==> src/acr_defines.svh <==
`ifndef ACR_DEFINES_SVH
`define ACR_DEFINES_SVH

`define ACR_REG_RES_HI 3'h0
`define ACR_REG_RES_LO 3'h1
`define ACR_REG_CFG0 3'h2
`define ACR_REG_CFG1 3'h3
`define ACR_REG_CFG2 3'h4
`define ACR_REG_CFG3 3'h5
`define ACR_REG_CFG4 3'h6
`define ACR_REG_CFG5 3'h7

`define ACR_CFG0_START 7
`define ACR_CFG0_NEL_HI 6
`define ACR_CFG0_NEL_LO 5
`define ACR_CFG0_OSR_HI 4
`define ACR_CFG0_OSR_LO 2
`define ACR_CFG0_CONT 1
`define ACR_CFG1_MBIAS_HI 7
`define ACR_CFG1_MBIAS_LO 6
`define ACR_CFG1_ABIAS_HI 5
`define ACR_CFG1_ABIAS_LO 4
`define ACR_CFG1_EN_HI 3
`define ACR_CFG1_EN_LO 0
`define ACR_CFG2_FS_HI 7
`define ACR_CFG2_FS_LO 6
`define ACR_CFG2_G2_HI 5
`define ACR_CFG2_G2_LO 4
`define ACR_CFG2_OFF2_HI 3
`define ACR_CFG2_OFF2_LO 0
`define ACR_CFG3_G1 7
`define ACR_CFG3_G3_HI 6
`define ACR_CFG3_G3_LO 0
`define ACR_CFG4_OFF3_HI 6
`define ACR_CFG4_OFF3_LO 0
`define ACR_CFG5_BUSY 7
`define ACR_CFG5_DEF 6
`define ACR_CFG5_AMUX_HI 5
`define ACR_CFG5_AMUX_LO 1
`define ACR_CFG5_VMUX 0

`define ACR_DEF_NEL 2'h1
`define ACR_DEF_OSR 3'h2
`define ACR_DEF_CONT 1'h0
`define ACR_DEF_MBIAS 2'h3
`define ACR_DEF_ABIAS 2'h3
`define ACR_DEF_EN 4'h1
`define ACR_DEF_FS 2'h3
`define ACR_DEF_G1 1'h0
`define ACR_DEF_G2 2'h0
`define ACR_DEF_OFF2 4'h0
`define ACR_DEF_G3 7'h0c
`define ACR_DEF_OFF3 7'h00
`define ACR_DEF_AMUX 5'h00
`define ACR_DEF_VMUX 1'h0

`define ACR_SYS_CLK_MHZ 100
`define ACR_FS3_NS 2000
`define ACR_FS2_NS 4000
`define ACR_FS1_NS 8000
`define ACR_FS0_NS 16000
`define ACR_OSC_START_US 450
`define ACR_OSR_BASE_LOG 3
`define ACR_RES_FRAC 15
`define ACR_RES_MAX 16'h7fff
`define ACR_RES_MIN 16'h8000

`endif

==> src/acr_pkg.sv <==
`default_nettype none
package acr_pkg;
  typedef enum logic [2:0] {
    ACR_IDLE = 3'b001,
    ACR_ELEM = 3'b010,
    ACR_FINAL = 3'b100
  } acr_state_t;
  typedef logic [7:0] acr_byte_t;
endpackage
`default_nettype wire

==> src/acr_chain_regs.sv <==
`timescale 1ns/1ns
`default_nettype none
`include "acr_defines.svh"
module acr_chain_regs #(
  parameter int unsigned OSC_START_CYCLES = `ACR_OSC_START_US * `ACR_SYS_CLK_MHZ
) (
  input wire logic sys_clk_i,
  input wire logic rst_i,
  input wire logic [2:0] reg_addr_i,
  input wire logic reg_wr_i,
  input wire logic reg_rd_i,
  input wire acr_pkg::acr_byte_t reg_wdata_i,
  output acr_pkg::acr_byte_t reg_rdata_o,
  input wire logic wake_i,
  input wire logic mod_bit_i,
  output logic [1:0] elem_conv_count_sel_o,
  output logic [2:0] oversample_ratio_sel_o,
  output logic [1:0] modulator_bias_scale_o,
  output logic [1:0] amplifier_bias_scale_o,
  output logic [3:0] stage_enable_o,
  output logic [1:0] sample_rate_sel_o,
  output logic stage1_gain_o,
  output logic [1:0] stage2_gain_o,
  output logic [3:0] stage2_offset_o,
  output logic [6:0] stage3_gain_o,
  output logic [6:0] stage3_offset_o,
  output logic [4:0] input_sel_o,
  output logic ref_sel_o,
  output logic busy_o,
  output logic chop_o,
  output logic sample_tick_o,
  output logic conv_done_o,
  output logic osc_ready_o
);
  import acr_pkg::*;

  localparam logic [10:0] FS3_CYC = 11'((`ACR_FS3_NS * `ACR_SYS_CLK_MHZ) / 1000);
  localparam logic [10:0] FS2_CYC = 11'((`ACR_FS2_NS * `ACR_SYS_CLK_MHZ) / 1000);
  localparam logic [10:0] FS1_CYC = 11'((`ACR_FS1_NS * `ACR_SYS_CLK_MHZ) / 1000);
  localparam logic [10:0] FS0_CYC = 11'((`ACR_FS0_NS * `ACR_SYS_CLK_MHZ) / 1000);

  logic [1:0] nel_sel;
  logic [2:0] osr_sel;
  logic cont;
  logic [1:0] mbias;
  logic [1:0] abias;
  logic [3:0] enable;
  logic [1:0] fs_sel;
  logic g1;
  logic [1:0] g2;
  logic [3:0] off2;
  logic [6:0] g3;
  logic [6:0] off3;
  logic [4:0] amux;
  logic vmux;
  logic [15:0] result;
  logic pending;
  acr_state_t state;
  logic [1:0] cur_nel;
  logic [2:0] cur_osr;
  logic [1:0] cur_fs;
  logic [10:0] div_cnt;
  logic [10:0] samp_cnt;
  logic [3:0] elem_idx;
  logic signed [21:0] acc;
  logic [31:0] wake_cnt;
  logic tick;
  logic [15:0] next_result;

  wire logic wr_cfg0 = reg_wr_i && (reg_addr_i == `ACR_REG_CFG0);
  wire logic wr_cfg1 = reg_wr_i && (reg_addr_i == `ACR_REG_CFG1);
  wire logic wr_cfg2 = reg_wr_i && (reg_addr_i == `ACR_REG_CFG2);
  wire logic wr_cfg3 = reg_wr_i && (reg_addr_i == `ACR_REG_CFG3);
  wire logic wr_cfg4 = reg_wr_i && (reg_addr_i == `ACR_REG_CFG4);
  wire logic wr_cfg5 = reg_wr_i && (reg_addr_i == `ACR_REG_CFG5);
  wire logic def_hit = wr_cfg5 && reg_wdata_i[`ACR_CFG5_DEF];
  wire logic req_set = wr_cfg0 && !def_hit &&
    (reg_wdata_i[`ACR_CFG0_START] || reg_wdata_i[`ACR_CFG0_CONT]);
  wire logic osc_ready = (wake_cnt == 32'h0);
  wire logic launch = osc_ready &&
    (def_hit || (state == ACR_IDLE && (pending || cont)));
  wire logic [10:0] osr_val = 11'h1 << (`ACR_OSR_BASE_LOG + cur_osr);
  wire logic [3:0] nel_last = 4'((4'h1 << cur_nel) - 4'h1);

  // Configuration fields; restore-defaults overrides any write
  always_ff @(posedge sys_clk_i or posedge rst_i) begin
    if (rst_i) begin
      nel_sel <= `ACR_DEF_NEL;
      osr_sel <= `ACR_DEF_OSR;
      cont <= `ACR_DEF_CONT;
    end else if (def_hit) begin
      nel_sel <= `ACR_DEF_NEL;
      osr_sel <= `ACR_DEF_OSR;
      cont <= `ACR_DEF_CONT;
    end else if (wr_cfg0) begin
      nel_sel <= reg_wdata_i[`ACR_CFG0_NEL_HI:`ACR_CFG0_NEL_LO];
      osr_sel <= reg_wdata_i[`ACR_CFG0_OSR_HI:`ACR_CFG0_OSR_LO];
      cont <= reg_wdata_i[`ACR_CFG0_CONT];
    end
  end

  always_ff @(posedge sys_clk_i or posedge rst_i) begin
    if (rst_i) begin
      mbias <= `ACR_DEF_MBIAS;
      abias <= `ACR_DEF_ABIAS;
      enable <= `ACR_DEF_EN;
    end else if (def_hit) begin
      mbias <= `ACR_DEF_MBIAS;
      abias <= `ACR_DEF_ABIAS;
      enable <= `ACR_DEF_EN;
    end else if (wr_cfg1) begin
      mbias <= reg_wdata_i[`ACR_CFG1_MBIAS_HI:`ACR_CFG1_MBIAS_LO];
      abias <= reg_wdata_i[`ACR_CFG1_ABIAS_HI:`ACR_CFG1_ABIAS_LO];
      enable <= reg_wdata_i[`ACR_CFG1_EN_HI:`ACR_CFG1_EN_LO];
    end
  end

  always_ff @(posedge sys_clk_i or posedge rst_i) begin
    if (rst_i) begin
      fs_sel <= `ACR_DEF_FS;
      g2 <= `ACR_DEF_G2;
      off2 <= `ACR_DEF_OFF2;
    end else if (def_hit) begin
      fs_sel <= `ACR_DEF_FS;
      g2 <= `ACR_DEF_G2;
      off2 <= `ACR_DEF_OFF2;
    end else if (wr_cfg2) begin
      fs_sel <= reg_wdata_i[`ACR_CFG2_FS_HI:`ACR_CFG2_FS_LO];
      g2 <= reg_wdata_i[`ACR_CFG2_G2_HI:`ACR_CFG2_G2_LO];
      off2 <= reg_wdata_i[`ACR_CFG2_OFF2_HI:`ACR_CFG2_OFF2_LO];
    end
  end

  always_ff @(posedge sys_clk_i or posedge rst_i) begin
    if (rst_i) begin
      g1 <= `ACR_DEF_G1;
      g3 <= `ACR_DEF_G3;
      off3 <= `ACR_DEF_OFF3;
    end else if (def_hit) begin
      g1 <= `ACR_DEF_G1;
      g3 <= `ACR_DEF_G3;
      off3 <= `ACR_DEF_OFF3;
    end else begin
      if (wr_cfg3) begin
        g1 <= reg_wdata_i[`ACR_CFG3_G1];
        g3 <= reg_wdata_i[`ACR_CFG3_G3_HI:`ACR_CFG3_G3_LO];
      end
      if (wr_cfg4) begin
        off3 <= reg_wdata_i[`ACR_CFG4_OFF3_HI:`ACR_CFG4_OFF3_LO];
      end
    end
  end

  always_ff @(posedge sys_clk_i or posedge rst_i) begin
    if (rst_i) begin
      amux <= `ACR_DEF_AMUX;
      vmux <= `ACR_DEF_VMUX;
    end else if (def_hit) begin
      amux <= `ACR_DEF_AMUX;
      vmux <= `ACR_DEF_VMUX;
    end else if (wr_cfg5) begin
      amux <= reg_wdata_i[`ACR_CFG5_AMUX_HI:`ACR_CFG5_AMUX_LO];
      vmux <= reg_wdata_i[`ACR_CFG5_VMUX];
    end
  end

  // Oscillator start-up hold after wake
  always_ff @(posedge sys_clk_i or posedge rst_i) begin
    if (rst_i) begin
      wake_cnt <= 32'h0;
    end else if (wake_i) begin
      wake_cnt <= OSC_START_CYCLES;
    end else if (wake_cnt != 32'h0) begin
      wake_cnt <= wake_cnt - 32'h1;
    end
  end

  // Queued single request; a new request wins over the launch clear
  always_ff @(posedge sys_clk_i or posedge rst_i) begin
    if (rst_i) begin
      pending <= 1'b0;
    end else if (req_set) begin
      pending <= 1'b1;
    end else if (launch || def_hit) begin
      pending <= 1'b0;
    end
  end

  // Sample period divider, realigned at each launch
  always_ff @(posedge sys_clk_i or posedge rst_i) begin
    if (rst_i) begin
      div_cnt <= 11'h0;
      tick <= 1'b0;
    end else if (launch || state == ACR_IDLE) begin
      div_cnt <= 11'h0;
      tick <= 1'b0;
    end else begin
      case (cur_fs)
        2'h3: tick <= (div_cnt == FS3_CYC - 11'h2);
        2'h2: tick <= (div_cnt == FS2_CYC - 11'h2);
        2'h1: tick <= (div_cnt == FS1_CYC - 11'h2);
        default: tick <= (div_cnt == FS0_CYC - 11'h2);
      endcase
      div_cnt <= tick ? 11'h0 : div_cnt + 11'h1;
    end
  end

  // Conversion sequencer
  always_ff @(posedge sys_clk_i or posedge rst_i) begin
    if (rst_i) begin
      state <= ACR_IDLE;
      cur_nel <= `ACR_DEF_NEL;
      cur_osr <= `ACR_DEF_OSR;
      cur_fs <= `ACR_DEF_FS;
      samp_cnt <= 11'h0;
      elem_idx <= 4'h0;
      acc <= 22'sh0;
      chop_o <= 1'b0;
      conv_done_o <= 1'b0;
      result <= 16'h0;
    end else begin
      conv_done_o <= 1'b0;
      if (launch) begin
        state <= ACR_ELEM;
        cur_nel <= def_hit ? `ACR_DEF_NEL : nel_sel;
        cur_osr <= def_hit ? `ACR_DEF_OSR : osr_sel;
        cur_fs <= def_hit ? `ACR_DEF_FS : fs_sel;
        samp_cnt <= 11'h0;
        elem_idx <= 4'h0;
        acc <= 22'sh0;
        chop_o <= 1'b0;
      end else if (tick) begin
        case (state)
          ACR_ELEM: begin
            if (samp_cnt != 11'h0) begin
              // Chopped phases are flipped back before summing
              acc <= (mod_bit_i ^ chop_o) ? acc + 22'sh1 : acc - 22'sh1;
            end
            if (samp_cnt == osr_val) begin
              samp_cnt <= 11'h0;
              chop_o <= ~chop_o;
              elem_idx <= elem_idx + 4'h1;
              if (elem_idx == nel_last) begin
                state <= ACR_FINAL;
              end
            end else begin
              samp_cnt <= samp_cnt + 11'h1;
            end
          end
          ACR_FINAL: begin
            result <= next_result;
            conv_done_o <= 1'b1;
            state <= ACR_IDLE;
          end
          default: begin
            state <= ACR_IDLE;
          end
        endcase
      end
    end
  end

  // Mean of all integrations scaled to 16 bits, saturated
  always_comb begin
    logic signed [36:0] scaled;
    logic [4:0] shift;
    shift = 5'(cur_nel) + 5'(cur_osr) + 5'(`ACR_OSR_BASE_LOG);
    scaled = (37'(acc) <<< `ACR_RES_FRAC) >>> shift;
    if (scaled > 37'sh0_0000_7fff) begin
      next_result = `ACR_RES_MAX;
    end else if (scaled < -37'sh0_0000_8000) begin
      next_result = `ACR_RES_MIN;
    end else begin
      next_result = scaled[15:0];
    end
  end

  // Registered read port
  always_ff @(posedge sys_clk_i or posedge rst_i) begin
    if (rst_i) begin
      reg_rdata_o <= 8'h00;
    end else if (reg_rd_i) begin
      case (reg_addr_i)
        `ACR_REG_RES_HI: reg_rdata_o <= result[15:8];
        `ACR_REG_RES_LO: reg_rdata_o <= result[7:0];
        `ACR_REG_CFG0: reg_rdata_o <= {1'b0, nel_sel, osr_sel, cont, 1'b0};
        `ACR_REG_CFG1: reg_rdata_o <= {mbias, abias, enable};
        `ACR_REG_CFG2: reg_rdata_o <= {fs_sel, g2, off2};
        `ACR_REG_CFG3: reg_rdata_o <= {g1, g3};
        `ACR_REG_CFG4: reg_rdata_o <= {1'b0, off3};
        `ACR_REG_CFG5: reg_rdata_o <= {state != ACR_IDLE, 1'b0, amux, vmux};
        default: reg_rdata_o <= 8'h00;
      endcase
    end
  end

  always_ff @(posedge sys_clk_i or posedge rst_i) begin
    if (rst_i) begin
      busy_o <= 1'b0;
      osc_ready_o <= 1'b1;
      sample_tick_o <= 1'b0;
    end else begin
      busy_o <= launch || (state != ACR_IDLE && !(state == ACR_FINAL && tick));
      osc_ready_o <= osc_ready && !wake_i;
      sample_tick_o <= tick;
    end
  end

  assign elem_conv_count_sel_o = nel_sel;
  assign oversample_ratio_sel_o = osr_sel;
  assign modulator_bias_scale_o = mbias;
  assign amplifier_bias_scale_o = abias;
  assign stage_enable_o = enable;
  assign sample_rate_sel_o = fs_sel;
  assign stage1_gain_o = g1;
  assign stage2_gain_o = g2;
  assign stage2_offset_o = off2;
  assign stage3_gain_o = g3;
  assign stage3_offset_o = off3;
  assign input_sel_o = amux;
  assign ref_sel_o = vmux;
endmodule // acr_chain_regs
`default_nettype wire

==> config.mk <==
export PLATFORM = sky130hd
export DESIGN_NAME = acr_chain_regs
export DESIGN_NICKNAME = d
export VERILOG_FILES = /design/src/acr_pkg.sv /design/src/acr_chain_regs.sv
export VERILOG_INCLUDE_DIRS = /design/src
export SDC_FILE = /design/constraint.sdc
export NUM_CORES = 1
export LEC_CHECK = 0
export BUFFER_PORTS_ARGS = -buffer_cell sky130_fd_sc_hd__buf_2
export CELL_PAD_IN_SITES_DETAIL_PLACEMENT = 0
export CELL_PAD_IN_SITES_GLOBAL_PLACEMENT = 1
export CORE_AREA = 2 2 190 192
export DETAILED_ROUTE_END_ITERATION = 6
export DIE_AREA = 0 0 192 194
export PLACE_DENSITY = 0.56
export SLEW_MARGIN = 10
export SYNTH_ARGS = -nofsm -noshare
export SYNTH_HDL_FRONTEND = slang
export SYNTH_SLANG_ARGS = --single-unit
==> constraint.sdc <==
create_clock -name sys_clk_i -period 6.1 [get_ports sys_clk_i]
set_input_delay 0.915 -clock sys_clk_i [delete_from_list [all_inputs] [get_ports sys_clk_i]]
set_output_delay 0.915 -clock sys_clk_i [all_outputs]
set_load 0.03 [all_outputs]
After elaboration in Yosys (flattened, before gate mapping)
Index checks and enable logic that the tools add are counted.
{"block": "word_totals", "ff_bits": 164, "input_bits": 17, "out_inout_bits": 55}
{"block": "op_classes", "n_addsub": 10, "magnitude_cmp": 2, "eq_ne": 22, "shifts": 3, "n_mux": 67, "bitwise_logic": 3, "reduce_logical": 44}
{"op": "$mux 22", "n": 5}
{"op": "$mux 11", "n": 6}
{"op": "$mux 32", "n": 2}
{"op": "$pmux 8 s8", "n": 1}
{"op": "$gt 37x16->1 const B", "n": 1}
{"op": "$lt 37x16->1 const B", "n": 1}
{"op": "$sshr 37x5->37", "n": 1}
{"op": "$logic_not 32->1", "n": 1}
{"op": "$mux 16", "n": 2}
{"op": "$mux 4", "n": 8}
{"op": "$reduce_bool 32->1", "n": 1}
{"op": "$sub 32x1->32 const B", "n": 1}
{"op": "$mux 7", "n": 4}
{"op": "$mux 2", "n": 12}
{"op": "$mux 3", "n": 8}
{"op": "$reduce_bool 2->1", "n": 12}
{"op": "$add 11x1->11 const B", "n": 2}
{"op": "$add 22x2->22 const B", "n": 1}
{"op": "$sub 22x2->22 const B", "n": 1}
{"op": "$mux 1", "n": 16}
{"op": "$eq 3x3->1 const B", "n": 5}
{"op": "$logic_and 1x1->1", "n": 14}
{"op": "$reduce_and 3->1", "n": 4}
{"op": "$eq 11x10->1 const B", "n": 1}
{"op": "other kinds (27)", "n": 41}

Logic depth before layout (Yosys ltp)
Gate-level depths: netlist (run 1).
{"block": "depth", "depth_word": 8, "ltp_mapped": 18}

Worst setup path before layout (run 1)
OpenSTA, ideal clock, no wires.
{"block": "synth_timing", "path_type": "register to register", "from": "reg cur_osr[1]", "to": "reg result[10]", "setup_time_ns": 0.117, "t_arrival_ns": 3.965, "required_ns": 5.983, "slack_ns": 2.018, "stages_incl_launch_ff": 19, "synth_period_minus_slack_ns": 4.082, "path_cell_list": "dfstp_2 clkbuf_1 inv_1 ha_1 inv_1 ha_1 inv_1 fa_1 inv_1 clkbuf_1 buf_1 mux2_2 nor4_1 a41oi_1 nor4_2 o21ai_2 buf_6 a21oi_2 nor2_1"}
{"block": "synth_via", "elab_chain_len": 6, "word_cells_on_any_way": 7}
{"item": "start: declaration", "line_no": "acr_chain_regs.sv:60", "rtl": "logic [2:0] cur_osr;"}
{"item": "start signal: assignment", "line_no": "acr_chain_regs.sv:213", "rtl": "cur_osr <= `ACR_DEF_OSR;"}
{"item": "start signal: assignment", "line_no": "acr_chain_regs.sv:226", "rtl": "cur_osr <= def_hit ? `ACR_DEF_OSR : osr_sel;"}
{"item": "$add 2x3->4 (*)", "line_no": "acr_chain_regs.sv:267", "rtl": "shift = 5'(cur_nel) + 5'(cur_osr) + 5'(`ACR_OSR_BASE_LOG);"}
{"item": "$add 4x2->5 (*)", "line_no": "acr_chain_regs.sv:267"}
{"item": "$sshr 37x5->37 (*)", "line_no": "acr_chain_regs.sv:268", "rtl": "scaled = (37'(acc) <<< `ACR_RES_FRAC) >>> shift;"}
{"item": "$lt 37x16->1", "line_no": "acr_chain_regs.sv:271", "rtl": "end else if (scaled < -37'sh0_0000_8000) begin"}
{"item": "$mux 16", "line_no": "acr_chain_regs.sv:271"}
{"item": "$mux 16 (*)", "line_no": "acr_chain_regs.sv:269", "rtl": "if (scaled > 37'sh0_0000_7fff) begin"}
{"item": "end signal: assignment", "line_no": "acr_chain_regs.sv:251", "rtl": "result <= next_result;"}
{"item": "end: declaration", "line_no": "acr_chain_regs.sv:56", "rtl": "logic [15:0] result;"}
Every way passes the cells marked *; elsewhere a longest branch is shown, timed or not.
A chain may end at the register's enable or synchronous reset.

Worst setup path in the final report (run 1)
{"block": "layout_timing", "from": "reg cur_osr[1]", "to": "reg result[9]"}
The elaborated chain is that of the path after synthesis.

==> impl_metrics.env, run 1 <==
export IMPL_period_share_pct=75.5
export IMPL_maxClockFrequency_ghz=0.217
export IMPL_worst_setup_path_start_kind="register"
export IMPL_wl_per_cell_um=17.3
export IMPL_ir_drop_mv=0.161
export IMPL_fin_util_pct=33.5
export IMPL_synth_top_area_share_pct=35.2
export IMPL_synth_edf_count=0
export IMPL_critPathSlowestCell="ha_1"
export IMPL_layout_common_cells="147 x dfrtp_1, 140 x nand2_1, 130 x nor2_1"
export IMPL_grt_pass1_wl_um=47200
export IMPL_path_class="register to register"
export IMPL_clkTransAtPathRegs_ns=0.08
export IMPL_critical_path_top_delay_family="adder cells"
export IMPL_clock_latency_ns=0.43
export IMPL_synth_largest_area_cell="dfrtp_1"
export IMPL_final_cell_count_no_fill=1675
export IMPL_ys_seq_area_share_pct=39.5
export IMPL_nNetsFinal=1253
export IMPL_required_ns=6.42
export IMPL_netlist_area_um2=10400
export IMPL_die_y_um=194
export IMPL_dr_pass1_iters=6
export IMPL_dp_cells=1643
export IMPL_cts_buffers=17
export IMPL_ys_warn_count=0
export IMPL_end_kind="register"
export IMPL_wl_um=29000
export IMPL_initial_core_util_pct=29.6
export IMPL_viasPerCell=5.13
export IMPL_synth_nets=1208
export IMPL_gp_congestion=0.813
export IMPL_async_flop_share_pct=100
export IMPL_coreArea_um2=35200
export IMPL_slew_headroom_pct=26.4
export IMPL_rsz0062_at_grt="false"
export IMPL_syn_to_final_growth_pct=13.1
export IMPL_hpwl_um=20800
export IMPL_cts_htree_levels=4
export IMPL_skew_ns=0.0118
export IMPL_drt_iter0_drc=543
export IMPL_setup_tns_ns=0
export IMPL_synth_seq_cells=164
export IMPL_crit_chain="inv_1 -> ha_1 -> inv_1 -> ha_1 -> buf_4 -> mux4_2 -> mux2_2 -> nor4_1 -> a41oi_1 -> nor4_2 -> o21ai_2 -> a21oi_2 -> nor2_1"
export IMPL_worstPathArrival_ns=4.93
export IMPL_num_antenna_cells=0
export IMPL_worstPathBufferInverterCount=3
export IMPL_place_area_um2=11200
export IMPL_cts_path_max_buffers=2
export IMPL_netlist_instances=1156
export IMPL_hp_class="register to register"
export IMPL_ys_types=79
export IMPL_num_vias=8597
export IMPL_cts_root_buf="clkbuf_16"
export IMPL_ctsHoldBuffers=0
export IMPL_drc=0
export IMPL_power_density_nw_per_um2=234
export IMPL_chipWidth_um=192
export IMPL_drive_above_1_share_pct=15.4
export IMPL_worst_pin_slew_ns=1.10
export IMPL_setup_viol=0
export IMPL_cts_setup_buffers=0
export IMPL_ys_top_cells_by_area="dfrtp_1 35%, nand2_1 5.0%, nor2_1 4.7%"
export IMPL_hold_viol=0
export IMPL_port_buffers=71
export IMPL_grt_overflow=0
export IMPL_syn_area_per_cell_um2=9.03
export IMPL_cts_resized_gates=0
export IMPL_track_usage_pct=15.8
export IMPL_p_leak_nw=5.06
export IMPL_grt_max_degree=73
export IMPL_drv_slew=0
export IMPL_io_pins=72
export IMPL_path_max_fanout=20
export IMPL_tritoncts="yes"
export IMPL_fin_crit_ns=4.61
export IMPL_preCtsSetupSlack_ns=1.18
export IMPL_first_global_vias=8339
export IMPL_postSynth_topFlopCell="dfrtp_1"
export IMPL_cts_sinks=164
export IMPL_max_stage_delay_ns=0.87
export IMPL_whs_ns=0.494
export IMPL_ant_nets=0
export IMPL_fin_ws_ns=1.49
export IMPL_status="completed"
export IMPL_final_common_cell="dfrtp_1"
export IMPL_dieArea_um2=37200
export IMPL_final_area_um2=11800
export IMPL_total_power_mw=2.76
export IMPL_antenna_found_initial=0
export IMPL_num_rows=69
export IMPL_cap_violations=0
[state kept, by name, indices dropped and copies added, names as in the netlist, 4 cells and up]
signal and count:
acc 22, div_cnt 11, elem_idx 4, input_sel_o 5
reg_rdata_o 8, result 16, samp_cnt 11, stage2_offset_o 4
stage3_gain_o 7, stage3_offset_o 7, stage_enable_o 4, wake_cnt 32
[tightest hold or removal path, cell delays in order, from the launching register on]
cell and delay, ns:
dfrtp_1 0.34, nor2_1 0.05, nor2_1 0.07
[Yosys cell counts, drive strengths merged (6+ instances only)]
| cell | n |
|---|---|
| dfrtp | 147 |
| nand2 | 140 |
| nor2 | 130 |
| a21oi | 86 |
| o21ai | 80 |
| inv | 45 |
| nand3 | 45 |
| clkbuf | 41 |
| ha | 33 |
| mux2i | 32 |
| nor3 | 30 |
| xnor2 | 26 |
| mux4 | 23 |
| xor2 | 23 |
| nand2b | 20 |
| dfstp | 17 |
| nand4 | 16 |
| buf | 15 |
| mux2 | 14 |
| nor4 | 12 |
| and3 | 11 |
| nand3b | 11 |
| or3 | 11 |
| nor2b | 10 |
| o21a | 10 |
| or4 | 10 |
| o22ai | 9 |
| a211oi | 7 |
| o211ai | 7 |
| a22oi | 6 |
| nor3b | 6 |
[area by class of cell]
| class | count | area, um2 |
|---|---|---|
| Timing Repair Buffer | 82 | 438 |
| Fill cell | 3698 | 23400 |
| Clock buffer | 18 | 429 |
| Inverter | 46 | 178 |
| Clock inverter | 14 | 151 |
| Multi-Input combinational cell | 890 | 5900 |
| Sequential cell | 164 | 4130 |
| Tap cell | 461 | 577 |
[kinds of logic after synthesis]
group / synth area share, %
simple gates: 21.8
compound gates: 16.3
flops: 39.5
buf+inv: 4.14
mux: 9.76
xor+xnor: 4.11
fa+ha+maj: 4.34
[where the power goes]
group	switching, mW	total (mW)	internal (mW)	leakage (nW)
registers	0.0770	1.25	1.17	2.11
logic	0.292	0.424	0.132	2.68
clock network	0.509	1.09	0.576	0.270
[per-layer routing]
layer  up-vias  part of all wire, %  track usage (%)
li1       4253                    -                -
met1      4189                   51             23.3
met2       142                   46             24.6
met3        13                  2.7             2.32
met4         0                 0.80             3.36
met5         -                    0                0
[path summary, 6_finish.rpt]
kind / start / endpoint / slack (ns) / cells past startpoint
max: cur_osr[1]$_DFFE_PP1P_ / result[9]$_DFFE_PP0P_ / 1.49 / 13
min: result[10]$_DFFE_PP0P_ / result[10]$_DFFE_PP0P_ / 0.49 / 2
max reg2reg: cur_osr[1]$_DFFE_PP1P_ / result[9]$_DFFE_PP0P_ / 1.49 / 13
min reg2reg: result[10]$_DFFE_PP0P_ / result[10]$_DFFE_PP0P_ / 0.49 / 2
max in group asynchronous: rst_i / stage3_offset_o[1]$_DFFE_PP0P_ / 4.35 / 3
min in group asynchronous: rst_i / wake_cnt[16]$_DFFE_PP0N_ / 0.58 / 2
No activity file was read; power rests on OpenSTA's default activity.
==> run 2, diff against run 1 <==
ABC_AREA = 1   (was not set)
CORE_AREA = 2 2 191 193   (was 2 2 190 192)
DIE_AREA = 0 0 193 195   (was 0 0 192 194)
PLACE_DENSITY = 0.6   (was 0.56)
clock period = 4.14 ns   (was 6.1 ns; I/O delays follow)
==> impl_metrics.env, run 2 <==
export IMPL_grt_overflow=0
export IMPL_wl_met1_um=15200
export IMPL_async_flop_share_pct=100
export IMPL_initial_core_util_pct=29.8
export IMPL_coreArea_um2=35400
export IMPL_largest_register_ffs=32
export IMPL_path_max_fanout=19
export IMPL_ir_drop_mv=0.315
export IMPL_track_usage_pct=17.2
export IMPL_ctsHoldBuffers=0
export IMPL_fin_ws_ns=0.533
export IMPL_nFillCells=3874
export IMPL_cts_sinks=164
export IMPL_multi_input_area_um2=5610
export IMPL_ant_nets=0
export IMPL_port_buffers=71
export IMPL_clock_latency_ns=0.45
export IMPL_dr_wl_met2_um=14700
export IMPL_final_cell_count_no_fill=2000
export IMPL_final_common_cell="nand2_1"
export IMPL_synth_top_area_share_pct=34.9
export IMPL_skew_ns=0.0140
export IMPL_drt_iter0_drc=504
export IMPL_cp_startpoint="cur_osr[1]$_DFFE_PP1P_"
export IMPL_postSynth_topFlopCell="dfrtp_1"
export IMPL_synth_seq_cells=164
export IMPL_power_density_nw_per_um2=350
export IMPL_ys_warn_count=0
export IMPL_worst_setup_path_start_kind="register"
export IMPL_synth_most_common_cell="nand2_1"
export IMPL_antenna_found_initial=0
export IMPL_top_register="wake_cnt"
export IMPL_dr_pass1_iters=6
export IMPL_gp_congestion=0.818
export IMPL_cts_path_max_buffers=2
export IMPL_viasPerCell=4.84
export IMPL_r2r_start="cur_osr[1]$_DFFE_PP1P_"
export IMPL_p_leak_nw=5.72
export IMPL_first_global_vias=9691
export IMPL_cts_buffers=17
export IMPL_layout_common_cells="397 x nand2_1, 154 x nand3_1, 148 x inv_1"
export IMPL_rsz0062_at_grt="false"
export IMPL_nNetsFinal=1578
export IMPL_worstSetupEndpoint="result[8]$_DFFE_PP0P_"
export IMPL_worstPathArrival_ns=3.95
export IMPL_setup_viol=0
export IMPL_die_y_um=195
export IMPL_status="completed"
export IMPL_wl_met3_um=792
export IMPL_cts_htree_levels=4
export IMPL_tritoncts="yes"
export IMPL_syn_to_final_growth_pct=13.6
export IMPL_num_rows=69
export IMPL_num_vias=9682
export IMPL_top_regs="wake_cnt: 32 flops, acc: 22 flops, result: 16 flops"
export IMPL_setup_tns_ns=0
export IMPL_wl_um=31000
export IMPL_grt_pass1_wl_um=51300
export IMPL_end_kind="register"
export IMPL_synth_nets=1520
export IMPL_wl_per_cell_um=15.5
export IMPL_dp_cells=1968
export IMPL_hp_class="input pin to async pin"
export IMPL_ys_seq_area_share_pct=39.1
export IMPL_hpwl_um=23400
export IMPL_maxClockFrequency_ghz=0.277
export IMPL_ys_types=57
export IMPL_netlist_instances=1468
export IMPL_fin_crit_ns=3.61
export IMPL_cap_violations=0
export IMPL_clkTransAtPathRegs_ns=0.07
export IMPL_synth_edf_count=0
export IMPL_drc=0
export IMPL_r2r_cells=19
export IMPL_required_ns=4.48
export IMPL_cts_root_buf="clkbuf_16"
export IMPL_worst_pin_slew_ns=1.05
export IMPL_total_power_mw=4.19
export IMPL_dr_max_layer_used="met4"
export IMPL_period_share_pct=87.1
export IMPL_chipWidth_um=193
export IMPL_netlist_area_um2=10500
export IMPL_synthTopCellsByCount="398 x nand2_1, 154 x nand3_1, 149 x inv_1"
export IMPL_grt_max_degree=102
export IMPL_reg2reg_slack_ns=0.53
export IMPL_path_class="register to register"
export IMPL_preCtsSetupSlack_ns=0.273
export IMPL_slew_headroom_pct=29.8
export IMPL_drv_slew=0
export IMPL_synth_largest_area_cell="dfrtp_1"
export IMPL_hold_viol=0
export IMPL_ff_latch_area_um2=4130
export IMPL_num_antenna_cells=0
export IMPL_ys_top_cells_by_area="dfrtp_1 35%, nand2_1 14%, nand3_1 7.3%"
export IMPL_drive_above_1_share_pct=11.5
export IMPL_dieArea_um2=37600
export IMPL_syn_area_per_cell_um2=7.18
export IMPL_io_pins=72
export IMPL_rr_endpoint="result[8]$_DFFE_PP0P_"
==> run 2: how the worst min path moves through the flow <==
| stage | start | to | slack [ns] | depth (start not counted) |
|---|---|---|---|---|
| after global routing | tick$_DFF_PP0_ | sample_tick_o$_DFF_PP0_ | 0.40 | 0 |
| final | rst_i | acc[6]$_DFFE_PP0P_ | 0.34 | 3 |
| after floorplan | tick$_DFF_PP0_ | sample_tick_o$_DFF_PP0_ | 0.35 | 0 |
| after detailed placement | tick$_DFF_PP0_ | sample_tick_o$_DFF_PP0_ | 0.37 | 0 |
| after global placement | tick$_DFF_PP0_ | sample_tick_o$_DFF_PP0_ | 0.37 | 0 |
| after CTS | tick$_DFF_PP0_ | sample_tick_o$_DFF_PP0_ | 0.39 | 0 |
==> run 2: report_power, final <==
group	internal (mW)	switching, mW
clock	0.808	0.797
sequential	1.74	0.102
combinational	0.212	0.534
==> run 2: repair_timing <==
item | 4_1_cts | 5_1_grt
endpoints found under the hold margin | 0 | 0
endpoints found under the setup margin | 0 | 15
gates resized for setup | 0 | 2
setup buffers | 0 | 0
==> run 2: metrics by stage <==
step	hold WS, ns	instance area [um2]	utilization, %
after floorplan	0.354	10500	-
after global placement	0.371	11400	32.2
after detailed placement	0.373	11400	32.2
after CTS	0.393	12000	33.8
after global routing	0.403	12000	33.8
final	0.343	12000	33.8
==> run 2: worst max-delay path, cell delays in order, from the launching register on <==
cell	delay [ns]
dfstp_2	0.58
inv_1	0.08
ha_1	0.27
inv_1	0.05
ha_1	0.13
inv_1	0.04
fa_1	0.57
clkinvlp_4	0.32
nand2_1	0.34
nand3_1	0.16
nand2_1	0.11
nor2_1	0.05
nand2_1	0.05
nor2_1	0.03
nand3_1	0.05
nand2_1	0.31
nand2_1	0.18
nand2_1	0.06
nand2_1	0.06
nand2_1	0.05
==> run 2: cell type report <==
cell class / instances / share of cell area [%]
Clock inverter: 15 / 1.38
Inverter: 161 / 5.13
Tap cell: 461 / 4.81
Clock buffer: 17 / 3.55
Timing Repair Buffer: 84 / 3.88
Multi-Input combinational cell: 1098 / 46.8
Sequential cell: 164 / 34.4
==> run 2: kinds of logic (layout without fill, tap and decap cells) <==
kind of cell / count (synthesis) / after routing / share of synthesized area, %
AND/OR/NAND/NOR: 766 / 766 / 31.7
AO/OA/AOI/OAI: 267 / 267 / 14.5
buffers and inverters: 206 / 277 / 7.77
flip-flops: 164 / 164 / 39.1
adder cells (fa/ha/maj): 35 / 35 / 4.30
XOR/XNOR: 22 / 22 / 1.83
multiplexers: 8 / 8 / 0.843
==> run 2: layer usage <==
metal  GRT usage, %  vias up
met5              0        -
met4           4.15        0
met3           2.84       24
met2           28.0      100
met1           23.6     4545
li1               -     5013
